### src/logic/sfb_consts.svh
// Purpose: constants of the block shell
// Assumes: APB byte addresses
// Notes:   definitions only
`ifndef SFB_CONSTS_SVH
`define SFB_CONSTS_SVH

// register byte offsets
`define SFB_A_CTRL      8'h00
`define SFB_A_TPARAM    8'h04
`define SFB_A_GAIN      8'h08
`define SFB_A_OFFSET    8'h0C
`define SFB_A_MSG_T     8'h10
`define SFB_A_STATUS    8'h14
`define SFB_A_COUNT     8'h18
`define SFB_A_SWATCH    8'h1C
`define SFB_A_TREMAIN   8'h20
`define SFB_A_ANALOG    8'h24
`define SFB_A_RTC_SEC   8'h28
`define SFB_A_RTC_CORR  8'h2C

// control word fields
`define SFB_CONN_MSB    8
`define SFB_TB_LSB      9
`define SFB_TB_MSB      10
`define SFB_RET_BIT     11
`define SFB_PROT_BIT    12
`define SFB_MPROT_BIT   13
`define SFB_PROG_BIT    14
`define SFB_KIND_LSB    15
`define SFB_KIND_MSB    17

// logical input positions in the connect mask
`define SFB_IN_S        0
`define SFB_IN_R        1
`define SFB_IN_TRG      2
`define SFB_IN_CNT      3
`define SFB_IN_DIR      4
`define SFB_IN_EN       5
`define SFB_IN_INV      6
`define SFB_IN_RAL      7
`define SFB_IN_LAP      8

// reset values
`define SFB_CTRL_RST    32'h0000_03FF
`define SFB_TPARAM_RST  16'h0000
`define SFB_GAIN_RST    16'h0064
`define SFB_OFFSET_RST  16'h0000

// time base
`define SFB_CLK_NS      10
`define SFB_TICK_NS     10_000_000
`define SFB_HUND_PER_S  7'h64
`define SFB_HALF_S      7'h32
`define SFB_S_PER_MIN   6'h3C

// analog scaling
`define SFB_AIN_FULL_MV 16'h2710
`define SFB_AIN_MAX     16'h03E8
`define SFB_MV_PER_LSB  16'h000A
`define SFB_GAIN_SCALE  100
`define SFB_GAIN_MAX    16'h03E8
`define SFB_OFS_MAX     16'h2710

`endif

### src/logic/sfb_pkg.sv
// Purpose: types of the block shell
// Assumes: nothing
// Notes:   constants live in sfb_consts.svh
package sfb_pkg;

    typedef enum logic [1:0] {
        SFB_TB_10MS = 2'h0,
        SFB_TB_S    = 2'h1,
        SFB_TB_M    = 2'h2,
        SFB_TB_H    = 2'h3
    } sfb_tb_e;

    typedef enum logic [2:0] {
        SFB_K_GENERIC = 3'h0,
        SFB_K_HOURS   = 3'h1,
        SFB_K_WEEKLY  = 3'h2,
        SFB_K_YEARLY  = 3'h3,
        SFB_K_PI      = 3'h4
    } sfb_kind_e;

    typedef enum logic [2:0] {
        SFB_T_IDLE = 3'h1,
        SFB_T_RUN  = 3'h2,
        SFB_T_DONE = 3'h4
    } sfb_tstate_e;

    typedef logic signed [15:0] sfb_s16_t;

endpackage : sfb_pkg

### src/logic/sfb_ana_if.sv
// Purpose: analog link between shell and scaler
// Assumes: all signals synchronous to pclk
// Notes:   none
`timescale 1ns/100ps
interface sfb_ana_if
    import sfb_pkg::*;
();
    logic     [15:0] ain_mv;
    sfb_s16_t        gain;
    sfb_s16_t        offset;
    sfb_s16_t        value;

    modport ctl (output ain_mv, output gain, output offset, input value);
    modport eng (input ain_mv, input gain, input offset, output value);
endinterface : sfb_ana_if

### src/logic/sfb_shell.sv
// Purpose: common shell of a special-function block with APB registers
// Assumes: inputs synchronous to pclk
// Notes:   timing advances on the 10 ms tick
//
// Contract
// - set input drives output to one
// - reset overrides all inputs, clears q (scaled_analog_value is not cleared)
// - trigger starts function; count input tallies pulses
// - direction input selects up or down
// - gate low: all other inputs except reset ignored
// - invert input inverts the output
// - reset-all clears every internal value (rtc counters and scaled_analog_value are not cleared)
// - pause input halts the stopwatch
// - unconnected logical inputs read as zero
// - time parameter follows its timebase
// - stopwatch also offers 10 ms timebase
// - clock corrected against reference, bounded drift
// - retentive block keeps state across power loss
// - retentivity option defaults to non-retentive
// - hours, weekly, yearly, PI always retentive
// - protection hides and locks parameters
// - protection covers parameter view, message separately
// - 0..10 V maps to 0..1000, saturates
// - shown value is internal times gain plus offset
// - gain -10.00..+10.00, offset -10000..+10000
`timescale 1ns/100ps
`include "sfb_consts.svh"
module sfb_shell
    import sfb_pkg::*;
#(
    parameter int unsigned TICK_CLKS = `SFB_TICK_NS / `SFB_CLK_NS
)(
    input  logic        pclk,
    input  logic        presetn,
    input  logic [7:0]  paddr,
    input  logic        psel,
    input  logic        penable,
    input  logic        pwrite,
    input  logic [31:0] pwdata,
    output logic [31:0] prdata,
    output logic        pready,
    output logic        pslverr,
    input  logic        in_set,
    input  logic        in_rst,
    input  logic        in_trg,
    input  logic        in_cnt,
    input  logic        in_dir,
    input  logic        in_en,
    input  logic        in_inv,
    input  logic        in_ral,
    input  logic        in_lap,
    input  logic [15:0] ain_mv,
    input  logic        ref_pps,
    input  logic        pwr_loss,
    output logic        q,
    output logic [15:0] scaled_analog_value
);

    sfb_ana_if ana ();

    logic [31:0] ctrl_ff;
    logic [15:0] tparam_ff;
    sfb_s16_t    gain_ff;
    sfb_s16_t    offset_ff;
    logic [31:0] prdata_ff;
    logic [31:0] nxt_prdata;
    logic [23:0] pre_ff;
    logic [6:0]  hund_ff;
    logic [5:0]  secm_ff;
    logic [31:0] rtc_sec_ff;
    logic [31:0] rtc_corr_ff;
    logic        pwr_q_ff;
    logic        trg_q_ff;
    logic        cnt_q_ff;
    logic        latch_ff;
    logic        q_ff;
    sfb_tstate_e tstate_ff;
    logic [31:0] remain_ff;
    logic [31:0] count_ff;
    logic [31:0] sw_ff;

    logic [8:0]  live;
    logic        tick10;
    logic        tick_s;
    logic        tick_m;
    logic        unit_tick;
    logic        retain;
    logic        wipe;
    logic        act;
    logic        clear_all;
    logic        trg_rise;
    logic        cnt_rise;
    logic        wr_en;
    logic        addr_ok;
    logic        locked;
    sfb_tb_e     tb;
    sfb_kind_e   kind;

    // time value converted to 10 ms ticks
    function automatic logic [31:0] sfb_ticks(input sfb_tb_e b, input logic [7:0] maj, input logic [7:0] mnr);
        logic [31:0] hs;
        logic [31:0] ms;
        hs = 32'(`SFB_HUND_PER_S);
        ms = 32'(`SFB_S_PER_MIN);
        case (b)
            SFB_TB_M: sfb_ticks = (32'(maj) * ms + 32'(mnr)) * hs;
            SFB_TB_H: sfb_ticks = (32'(maj) * ms + 32'(mnr)) * ms * hs;
            default:  sfb_ticks = 32'(maj) * hs + 32'(mnr);
        endcase
    endfunction : sfb_ticks

    // signed saturation to +/- lim
    function automatic sfb_s16_t sfb_sat(input logic [15:0] v, input logic [15:0] lim);
        logic signed [31:0] sv;
        logic signed [31:0] sl;
        sv = 32'($signed(v));
        sl = $signed({16'h0000, lim});
        if (sv > sl) begin
            sfb_sat = sfb_s16_t'(sl[15:0]);
        end else if (sv < -sl) begin
            sfb_sat = sfb_s16_t'(-lim);
        end else begin
            sfb_sat = sfb_s16_t'(sv[15:0]);
        end
    endfunction : sfb_sat

    // unconnected inputs read low
    assign live = {in_lap, in_ral, in_inv, in_en, in_dir, in_cnt, in_trg, in_rst, in_set}
                  & ctrl_ff[`SFB_CONN_MSB:0];

    assign tb     = sfb_tb_e'(ctrl_ff[`SFB_TB_MSB:`SFB_TB_LSB]);
    assign kind   = sfb_kind_e'(ctrl_ff[`SFB_KIND_MSB:`SFB_KIND_LSB]);
    assign locked = ctrl_ff[`SFB_PROT_BIT] & ~ctrl_ff[`SFB_PROG_BIT];

    // kinds that always retain
    assign retain = ctrl_ff[`SFB_RET_BIT] | (kind == SFB_K_HOURS) | (kind == SFB_K_WEEKLY)
                    | (kind == SFB_K_YEARLY) | (kind == SFB_K_PI);
    assign wipe   = pwr_loss & ~pwr_q_ff & ~retain;
    assign act    = live[`SFB_IN_EN] & ~pwr_loss;
    assign clear_all = live[`SFB_IN_R] | (act & live[`SFB_IN_RAL]) | wipe;
    assign trg_rise  = live[`SFB_IN_TRG] & ~trg_q_ff;
    assign cnt_rise  = live[`SFB_IN_CNT] & ~cnt_q_ff;

    // apb slave, zero wait states
    assign wr_en   = psel & penable & pwrite & addr_ok;
    assign pready  = 1'b1;
    assign pslverr = psel & penable & ~addr_ok;
    assign prdata  = prdata_ff;

    always_comb begin
        addr_ok = (paddr[1:0] == 2'h0) && (paddr <= `SFB_A_RTC_CORR);
    end

    // 10 ms tick, then hundredths and seconds
    assign tick10 = (pre_ff == 24'(TICK_CLKS - 1));
    assign tick_s = tick10 & (hund_ff == `SFB_HUND_PER_S - 7'h01);
    assign tick_m = tick_s & (secm_ff == `SFB_S_PER_MIN - 6'h01);

    always_ff @(posedge pclk or negedge presetn) begin
        if (!presetn) begin
            pre_ff <= 24'h00_0000;
        end else if (ref_pps || tick10) begin
            pre_ff <= 24'h00_0000;
        end else begin
            pre_ff <= pre_ff + 24'h00_0001;
        end
    end

    // rtc, realigned per reference second
    always_ff @(posedge pclk or negedge presetn) begin
        if (!presetn) begin
            hund_ff     <= 7'h00;
            secm_ff     <= 6'h00;
            rtc_sec_ff  <= 32'h0000_0000;
            rtc_corr_ff <= 32'h0000_0000;
        end else if (ref_pps) begin
            hund_ff <= 7'h00;
            secm_ff <= (secm_ff == `SFB_S_PER_MIN - 6'h01) ? 6'h00 : secm_ff + 6'h01;
            if (hund_ff >= `SFB_HALF_S) begin
                rtc_sec_ff <= rtc_sec_ff + 32'h0000_0001;
            end
            if ((hund_ff != 7'h00) || (pre_ff != 24'h00_0000)) begin
                rtc_corr_ff <= rtc_corr_ff + 32'h0000_0001;
            end
        end else if (tick10) begin
            if (tick_s) begin
                hund_ff    <= 7'h00;
                secm_ff    <= tick_m ? 6'h00 : secm_ff + 6'h01;
                rtc_sec_ff <= rtc_sec_ff + 32'h0000_0001;
            end else begin
                hund_ff <= hund_ff + 7'h01;
            end
        end
    end

    // parameter registers
    always_ff @(posedge pclk or negedge presetn) begin
        if (!presetn) begin
            ctrl_ff   <= `SFB_CTRL_RST;
            tparam_ff <= `SFB_TPARAM_RST;
            gain_ff   <= sfb_s16_t'(`SFB_GAIN_RST);
            offset_ff <= sfb_s16_t'(`SFB_OFFSET_RST);
        end else if (wr_en) begin
            case (paddr)
                `SFB_A_CTRL: begin
                    ctrl_ff <= {14'h0000, pwdata[`SFB_KIND_MSB:0]};
                end
                `SFB_A_TPARAM: begin
                    if (!locked) begin
                        tparam_ff <= pwdata[15:0];
                    end
                end
                `SFB_A_GAIN: begin
                    if (!locked) begin
                        gain_ff <= sfb_sat(pwdata[15:0], `SFB_GAIN_MAX);
                    end
                end
                `SFB_A_OFFSET: begin
                    if (!locked) begin
                        offset_ff <= sfb_sat(pwdata[15:0], `SFB_OFS_MAX);
                    end
                end
                `SFB_A_MSG_T: begin
                    if (!ctrl_ff[`SFB_MPROT_BIT]) begin
                        tparam_ff <= pwdata[15:0];
                    end
                end
                default: begin
                end
            endcase
        end
    end

    // read data captured in the setup cycle
    always_comb begin
        nxt_prdata = 32'h0000_0000;
        case (paddr)
            `SFB_A_CTRL:     nxt_prdata = ctrl_ff;
            `SFB_A_TPARAM:   nxt_prdata = locked ? 32'h0000_0000 : {16'h0000, tparam_ff};
            `SFB_A_GAIN:     nxt_prdata = locked ? 32'h0000_0000 : 32'(gain_ff);
            `SFB_A_OFFSET:   nxt_prdata = locked ? 32'h0000_0000 : 32'(offset_ff);
            `SFB_A_MSG_T:    nxt_prdata = ctrl_ff[`SFB_MPROT_BIT] ? 32'h0000_0000 : {16'h0000, tparam_ff};
            `SFB_A_STATUS:   nxt_prdata = {27'h000_0000, retain, pwr_loss, tstate_ff == SFB_T_DONE,
                                           tstate_ff == SFB_T_RUN, q_ff};
            `SFB_A_COUNT:    nxt_prdata = count_ff;
            `SFB_A_SWATCH:   nxt_prdata = sw_ff;
            `SFB_A_TREMAIN:  nxt_prdata = remain_ff;
            `SFB_A_ANALOG:   nxt_prdata = 32'(ana.value);
            `SFB_A_RTC_SEC:  nxt_prdata = rtc_sec_ff;
            `SFB_A_RTC_CORR: nxt_prdata = rtc_corr_ff;
            default:         nxt_prdata = 32'h0000_0000;
        endcase
    end

    always_ff @(posedge pclk or negedge presetn) begin
        if (!presetn) begin
            prdata_ff <= 32'h0000_0000;
        end else if (psel && !penable && !pwrite) begin
            prdata_ff <= nxt_prdata;
        end
    end

    // edge history
    always_ff @(posedge pclk or negedge presetn) begin
        if (!presetn) begin
            trg_q_ff <= 1'b0;
            cnt_q_ff <= 1'b0;
            pwr_q_ff <= 1'b0;
        end else begin
            trg_q_ff <= live[`SFB_IN_TRG];
            cnt_q_ff <= live[`SFB_IN_CNT];
            pwr_q_ff <= pwr_loss;
        end
    end

    // set latch
    always_ff @(posedge pclk or negedge presetn) begin
        if (!presetn) begin
            latch_ff <= 1'b0;
        end else if (clear_all) begin
            latch_ff <= 1'b0;
        end else if (act && live[`SFB_IN_S]) begin
            latch_ff <= 1'b1;
        end
    end

    // on-delay timer
    always_ff @(posedge pclk or negedge presetn) begin
        if (!presetn) begin
            tstate_ff <= SFB_T_IDLE;
            remain_ff <= 32'h0000_0000;
        end else if (clear_all) begin
            tstate_ff <= SFB_T_IDLE;
            remain_ff <= 32'h0000_0000;
        end else if (act && trg_rise) begin
            remain_ff <= sfb_ticks(tb, tparam_ff[15:8], tparam_ff[7:0]);
            tstate_ff <= (tparam_ff == 16'h0000) ? SFB_T_DONE : SFB_T_RUN;
        end else begin
            case (tstate_ff)
                SFB_T_IDLE: begin
                end
                SFB_T_RUN: begin
                    if (act && tick10) begin
                        remain_ff <= remain_ff - 32'h0000_0001;
                        if (remain_ff <= 32'h0000_0001) begin
                            tstate_ff <= SFB_T_DONE;
                        end
                    end
                end
                SFB_T_DONE: begin
                end
                default: begin
                    tstate_ff <= SFB_T_IDLE;
                end
            endcase
        end
    end

    // pulse counter
    always_ff @(posedge pclk or negedge presetn) begin
        if (!presetn) begin
            count_ff <= 32'h0000_0000;
        end else if (clear_all) begin
            count_ff <= 32'h0000_0000;
        end else if (act && cnt_rise) begin
            if (live[`SFB_IN_DIR]) begin
                count_ff <= count_ff - 32'h0000_0001;
            end else begin
                count_ff <= count_ff + 32'h0000_0001;
            end
        end
    end

    // stopwatch unit follows the timebase
    always_comb begin
        case (tb)
            SFB_TB_M: unit_tick = tick_s;
            SFB_TB_H: unit_tick = tick_m;
            default:  unit_tick = tick10;
        endcase
    end

    always_ff @(posedge pclk or negedge presetn) begin
        if (!presetn) begin
            sw_ff <= 32'h0000_0000;
        end else if (clear_all) begin
            sw_ff <= 32'h0000_0000;
        end else if (act && !live[`SFB_IN_LAP] && unit_tick) begin
            sw_ff <= sw_ff + 32'h0000_0001;
        end
    end

    // output stage
    always_ff @(posedge pclk or negedge presetn) begin
        if (!presetn) begin
            q_ff <= 1'b0;
        end else if (clear_all) begin
            q_ff <= 1'b0;
        end else if (act) begin
            q_ff <= (latch_ff | (tstate_ff == SFB_T_DONE)) ^ live[`SFB_IN_INV];
        end
    end

    assign q = q_ff;

    // analog scaling
    assign ana.ain_mv = ain_mv;
    assign ana.gain   = gain_ff;
    assign ana.offset = offset_ff;

    sfb_analog u_analog (
        .pclk    (pclk),
        .presetn (presetn),
        .ana     (ana.eng)
    );

    assign scaled_analog_value = ana.value;
endmodule : sfb_shell

### src/logic/sfb_analog.sv
// Purpose: analog scaling, gain and offset
// Assumes: gain in hundredths, both clamped
// Notes:   result one cycle behind inputs
`timescale 1ns/100ps
module sfb_analog
    import sfb_pkg::*;
(
    input  logic  pclk,
    input  logic  presetn,
    sfb_ana_if.eng ana
);
    `include "sfb_consts.svh"

    logic        [15:0] internal;
    logic signed [31:0] prod;
    logic signed [31:0] scaled;
    logic signed [31:0] sum;
    sfb_s16_t           value_ff;

    always_comb begin
        // saturates above full scale
        if (ana.ain_mv >= `SFB_AIN_FULL_MV) begin
            internal = `SFB_AIN_MAX;
        end else begin
            internal = ana.ain_mv / `SFB_MV_PER_LSB;
        end
        prod   = $signed({16'h0000, internal}) * 32'(ana.gain);
        scaled = prod / `SFB_GAIN_SCALE;
        sum    = scaled + 32'(ana.offset);
    end

    always_ff @(posedge pclk or negedge presetn) begin
        if (!presetn) begin
            value_ff <= 16'sh0000;
        end else begin
            value_ff <= sfb_s16_t'(sum[15:0]);
        end
    end

    assign ana.value = value_ff;
endmodule : sfb_analog

### config.mk
export PLATFORM = sky130hd
export DESIGN_NAME = sfb_shell
export DESIGN_NICKNAME = d
export VERILOG_FILES = /design/src/logic/sfb_pkg.sv /design/src/logic/sfb_ana_if.sv /design/src/logic/sfb_shell.sv /design/src/logic/sfb_analog.sv
export VERILOG_INCLUDE_DIRS = /design/src /design/src/logic
export SDC_FILE = /design/constraint.sdc
export NUM_CORES = 2
export LEC_CHECK = 0
export BUFFER_PORTS_ARGS = -buffer_cell sky130_fd_sc_hd__buf_4
export CAP_MARGIN = 15
export CORE_AREA = 4 4 302 304
export DETAILED_ROUTE_END_ITERATION = 10
export DIE_AREA = 0 0 306 308
export PLACE_DENSITY_LB_ADDON = 0.25
export SYNTH_ARGS = -nofsm -noshare
export SYNTH_HDL_FRONTEND = slang
export SYNTH_SLANG_ARGS = --single-unit
### constraint.sdc
create_clock -name pclk -period 26 [get_ports pclk]
set_input_delay 7.8 -clock pclk [delete_from_list [all_inputs] [get_ports pclk]]
set_output_delay 7.8 -clock pclk [all_outputs]
set_load 0.01 [all_outputs]
==> impl_metrics.csv <==
group,metric,value,unit
yosys,seq_area_frac_synth,20.17,%
clock_network,cts_buffers,37,
run_status,violations,"negative setup slack",
worst_setup_path,path_class,"in2reg",
cells_and_area,drive_gt1_share,27.47,%
cells_and_area,final_cell_mix,"buf_4 (938), inv_1 (443), nand2_1 (429), ha_1 (364), dfrtp_1 (305)",
worst_setup_path,critical_path.startpoint,"ain_mv[15]",
yosys,synthAdderAreaFrac,23.13,%
worst_setup_path,cp_max_fo,13,
cells_and_area,fillers,7581,
floorplanning,rows,109,
clock_network,cts_hold_buffers,0,
yosys,synth-xor-area-share,8.729,%
worst_setup_path,endpoint_kind,"flip-flop",
yosys,ys_async_sr_fraction,100.0,%
yosys,yosysWarnings,0,
timing,holdWs,471.5,ps
yosys,synth_compound_area_share,21.35,%
yosys,yosysTopAreaCellShare,19.24,%
yosys,syn_area,39660,um2
floorplanning,core_area,88240,um2
yosys,ys_dominant_reg_cell,"dfrtp_1",
worst_setup_path,slowest_stage,"or4b_4",
yosys,synth_cells,4655,
min_path,hold_path_depth,1,
placement,io_buffers,106,
route,post-route-drc-count,0,
worst_setup_path,reg2reg_from,"ana.gain[15]",
worst_setup_path,critPathLaunchType,"input port",
clock_network,clkTransAtPathRegs,60,ps
yosys,synth_area_leaders,"dfrtp_1 (19%), ha_1 (12%), fa_1 (11%)",
yosys,synth_top_family_by_area,"adder cells",
global_routing,grt_usage,25.78,%
yosys,synth.avg_cell_area,8.520,um2
cells_and_area,seq_area,8000,um2
cells_and_area,multi_input_area,31770,um2
global_routing,grt_max_degree,158,
clock_network,clk_latency,570,ps
worst_setup_path,slowest_delay,550,ps
floorplanning,io_pins,123,
min_path,min_path_type,"reg2reg",
cells_and_area,mostFrequentLayoutCell,"buf_4",
yosys,yosys_register_bits,319,
timing,post-route-period-util,139.0,%
placement,gp_congestion,0.9200,
placement,dp.final_hpwl,96760,um
route,wl,125000,um
clock_network,clk_path_buf_depth,3,
global_routing,antenna_found_initial,6,
yosys,synth-simple-area-share,18.26,%
cells_and_area,finish.net_count,6217,
cells_and_area,syn_to_final_growth,31.17,%
timing,worstMarginPinSlew,1011,ps
min_path,whs_endpoint,"rtc_corr_ff[31]",
min_path,min_from,"rtc_corr_ff[31]",
route,wl_per_cell,18.52,um
global_routing,grt_pass1_wl,201600,um
yosys,netlist-cell-type-count,143,
floorplanning,fp.dieArea,94250,um2
timing,drv_slew,0,
worst_setup_path,rr_endpoint,"u_analog.ana.value[15]",
timing,fin_skew,20.20,ps
run_status,status,"finished, violations left",
global_routing,grt_pass1_vias,38450,
global_routing,gr-total-overflow,0,
floorplanning,die_y,308,um
clock_network,tritoncts,"built",
timing,fmax,27.67,MHz
timing,period_needed,36140,ps
route,antenna_left,0,
worst_setup_path,reg2reg_depth,113,
clock_network,clock-sinks,319,
timing,setup_violations,16,
route,drtIter0Drc,3063,
clock_network,cts_root_buf,"clkbuf_16",
yosys,synth_largest_area_cell,"dfrtp_1",
timing,rsz0062_at_grt,"true",
worst_setup_path,rrSetupSlack,550,ps
timing,setup_ws,-10140,ps
worst_setup_path,crit_arrival,36620,ps
yosys,synthMuxAreaShare,2.208,%
floorplanning,die_w,306,um
worst_setup_path,required,26480,ps
route,firstDrtPassIters,10,
timing,max-slew-margin-rel,32.59,%
yosys,synth-edff-count,0,
floorplanning,initial_utilization,44.95,%
route,vias,38470,
flow_run,cap_violations,0,
route,viasPerCell,5.700,
timing,hold_viol_final,0,
clock_network,cts.htree.levels,2,
-- final cells by class --
class,count,share of cell area (%)
sequential,319,15.38
multi-input combinational,3758,61.06
clock inverter,15,0.4954
inverter,451,3.254
antenna,3,0.01443
timing repair buffer,985,14.83
tap,1165,2.802
clock buffer,53,2.167
-- kinds of logic (layout without fill, tap and decap cells) --
group | count (synthesis) | after routing
DFF | 319 | 319
AOI/OAI and AO/OA | 1171 | 1172
buffers and inverters | 623 | 1504
muxes | 80 | 80
adders and majority gates | 601 | 601
xor gates and xnor gates | 391 | 391
other | 2 | 49
and+or+nand+nor | 1468 | 1468
-- worst max-delay path by stage --
stage                                        end  slack, ps
final                     u_analog.ana.value[15]     -10140
after global routing      u_analog.ana.value[15]     -11430
after CTS                 u_analog.ana.value[15]      -9560
after detailed placement  u_analog.ana.value[15]     -11120
after global placement    u_analog.ana.value[15]     -10590
after floorplan           u_analog.ana.value[15]      -9800
-- Yosys cell counts, types with 29 or more instances --
cell type and instances:
fa_1 223, o211ai_1 43, xor2_1 139, a21o_1 54, and2_1 98, a22oi_1 64
and3_1 70, nor4_1 36, mux2i_1 31, a22o_1 32, nand2_1 437, ha_1 370
a221oi_1 29, dfrtp_1 305, nor2_1 315, nand2b_1 41, or3_1 45, a21oi_1 262
nand3_1 132, nor2b_1 29, nand4_1 58, o21a_1 37, nor3_1 89, a31oi_1 38
mux2_2 45, o21bai_1 66, clkbuf_1 133, o21ai_0 157, xnor2_1 247, inv_1 448
a211oi_1 35
-- registers in the layout, summed over array words and instances (netlist names), 6 cells and up --
name,cells
ana.gain,16
secm_ff,6
pre_ff,24
count_ff,32
prdata,32
tparam_ff,16
rtc_sec_ff,32
u_analog.ana.value,16
ctrl_ff,18
rtc_corr_ff,32
ana.offset,16
sw_ff,32
remain_ff,32
hund_ff,7
-- worst max-delay path, delay by kind of cell --
family                     cells  cell delay (ps)
AOI/OAI and AO/OA             74            15040
and+or+nand+nor               25             5100
adders and majority gates     10             3950
buffers and inverters         17             2360
muxes                          5             1620
xor gates and xnor gates       5              680
-- per-layer routing --
metal	part of all wire (%)	GRT usage, %	vias to the layer above
met4	3.7	8.808	6
met1	43	34.16	18680
met3	6.1	3.262	255
met2	47	43.66	1166
li1	-	-	18360
met5	0.036	0	-
-- through the flow --
stage	worst slack [ps]	instance area [um2]	TNS [ps]	utilization, %	cells
2_1_floorplan	-9799	40550	-138190	-	4699
3_3_place_gp	-10590	47920	-153470	54.31	6565
3_5_place_dp	-11120	47920	-161290	54.31	6565
4_1_cts	-9564	50800	-138970	57.57	6708
5_1_grt	-11430	52020	-165060	58.96	6748
6_report	-10140	52030	-145310	58.96	6749
-- what timing repair did --
action / CTS / global route
setup endpoints to repair: 16 / 16
setup buffers: 77 / 47
cloned: 0 / 2
gates resized for setup: 175 / 168
pin swaps: 108 / 88
Power is left out: the tool's default activity adds up to more than one toggle a clock period on the data nets, which glitch-free logic cannot reach.
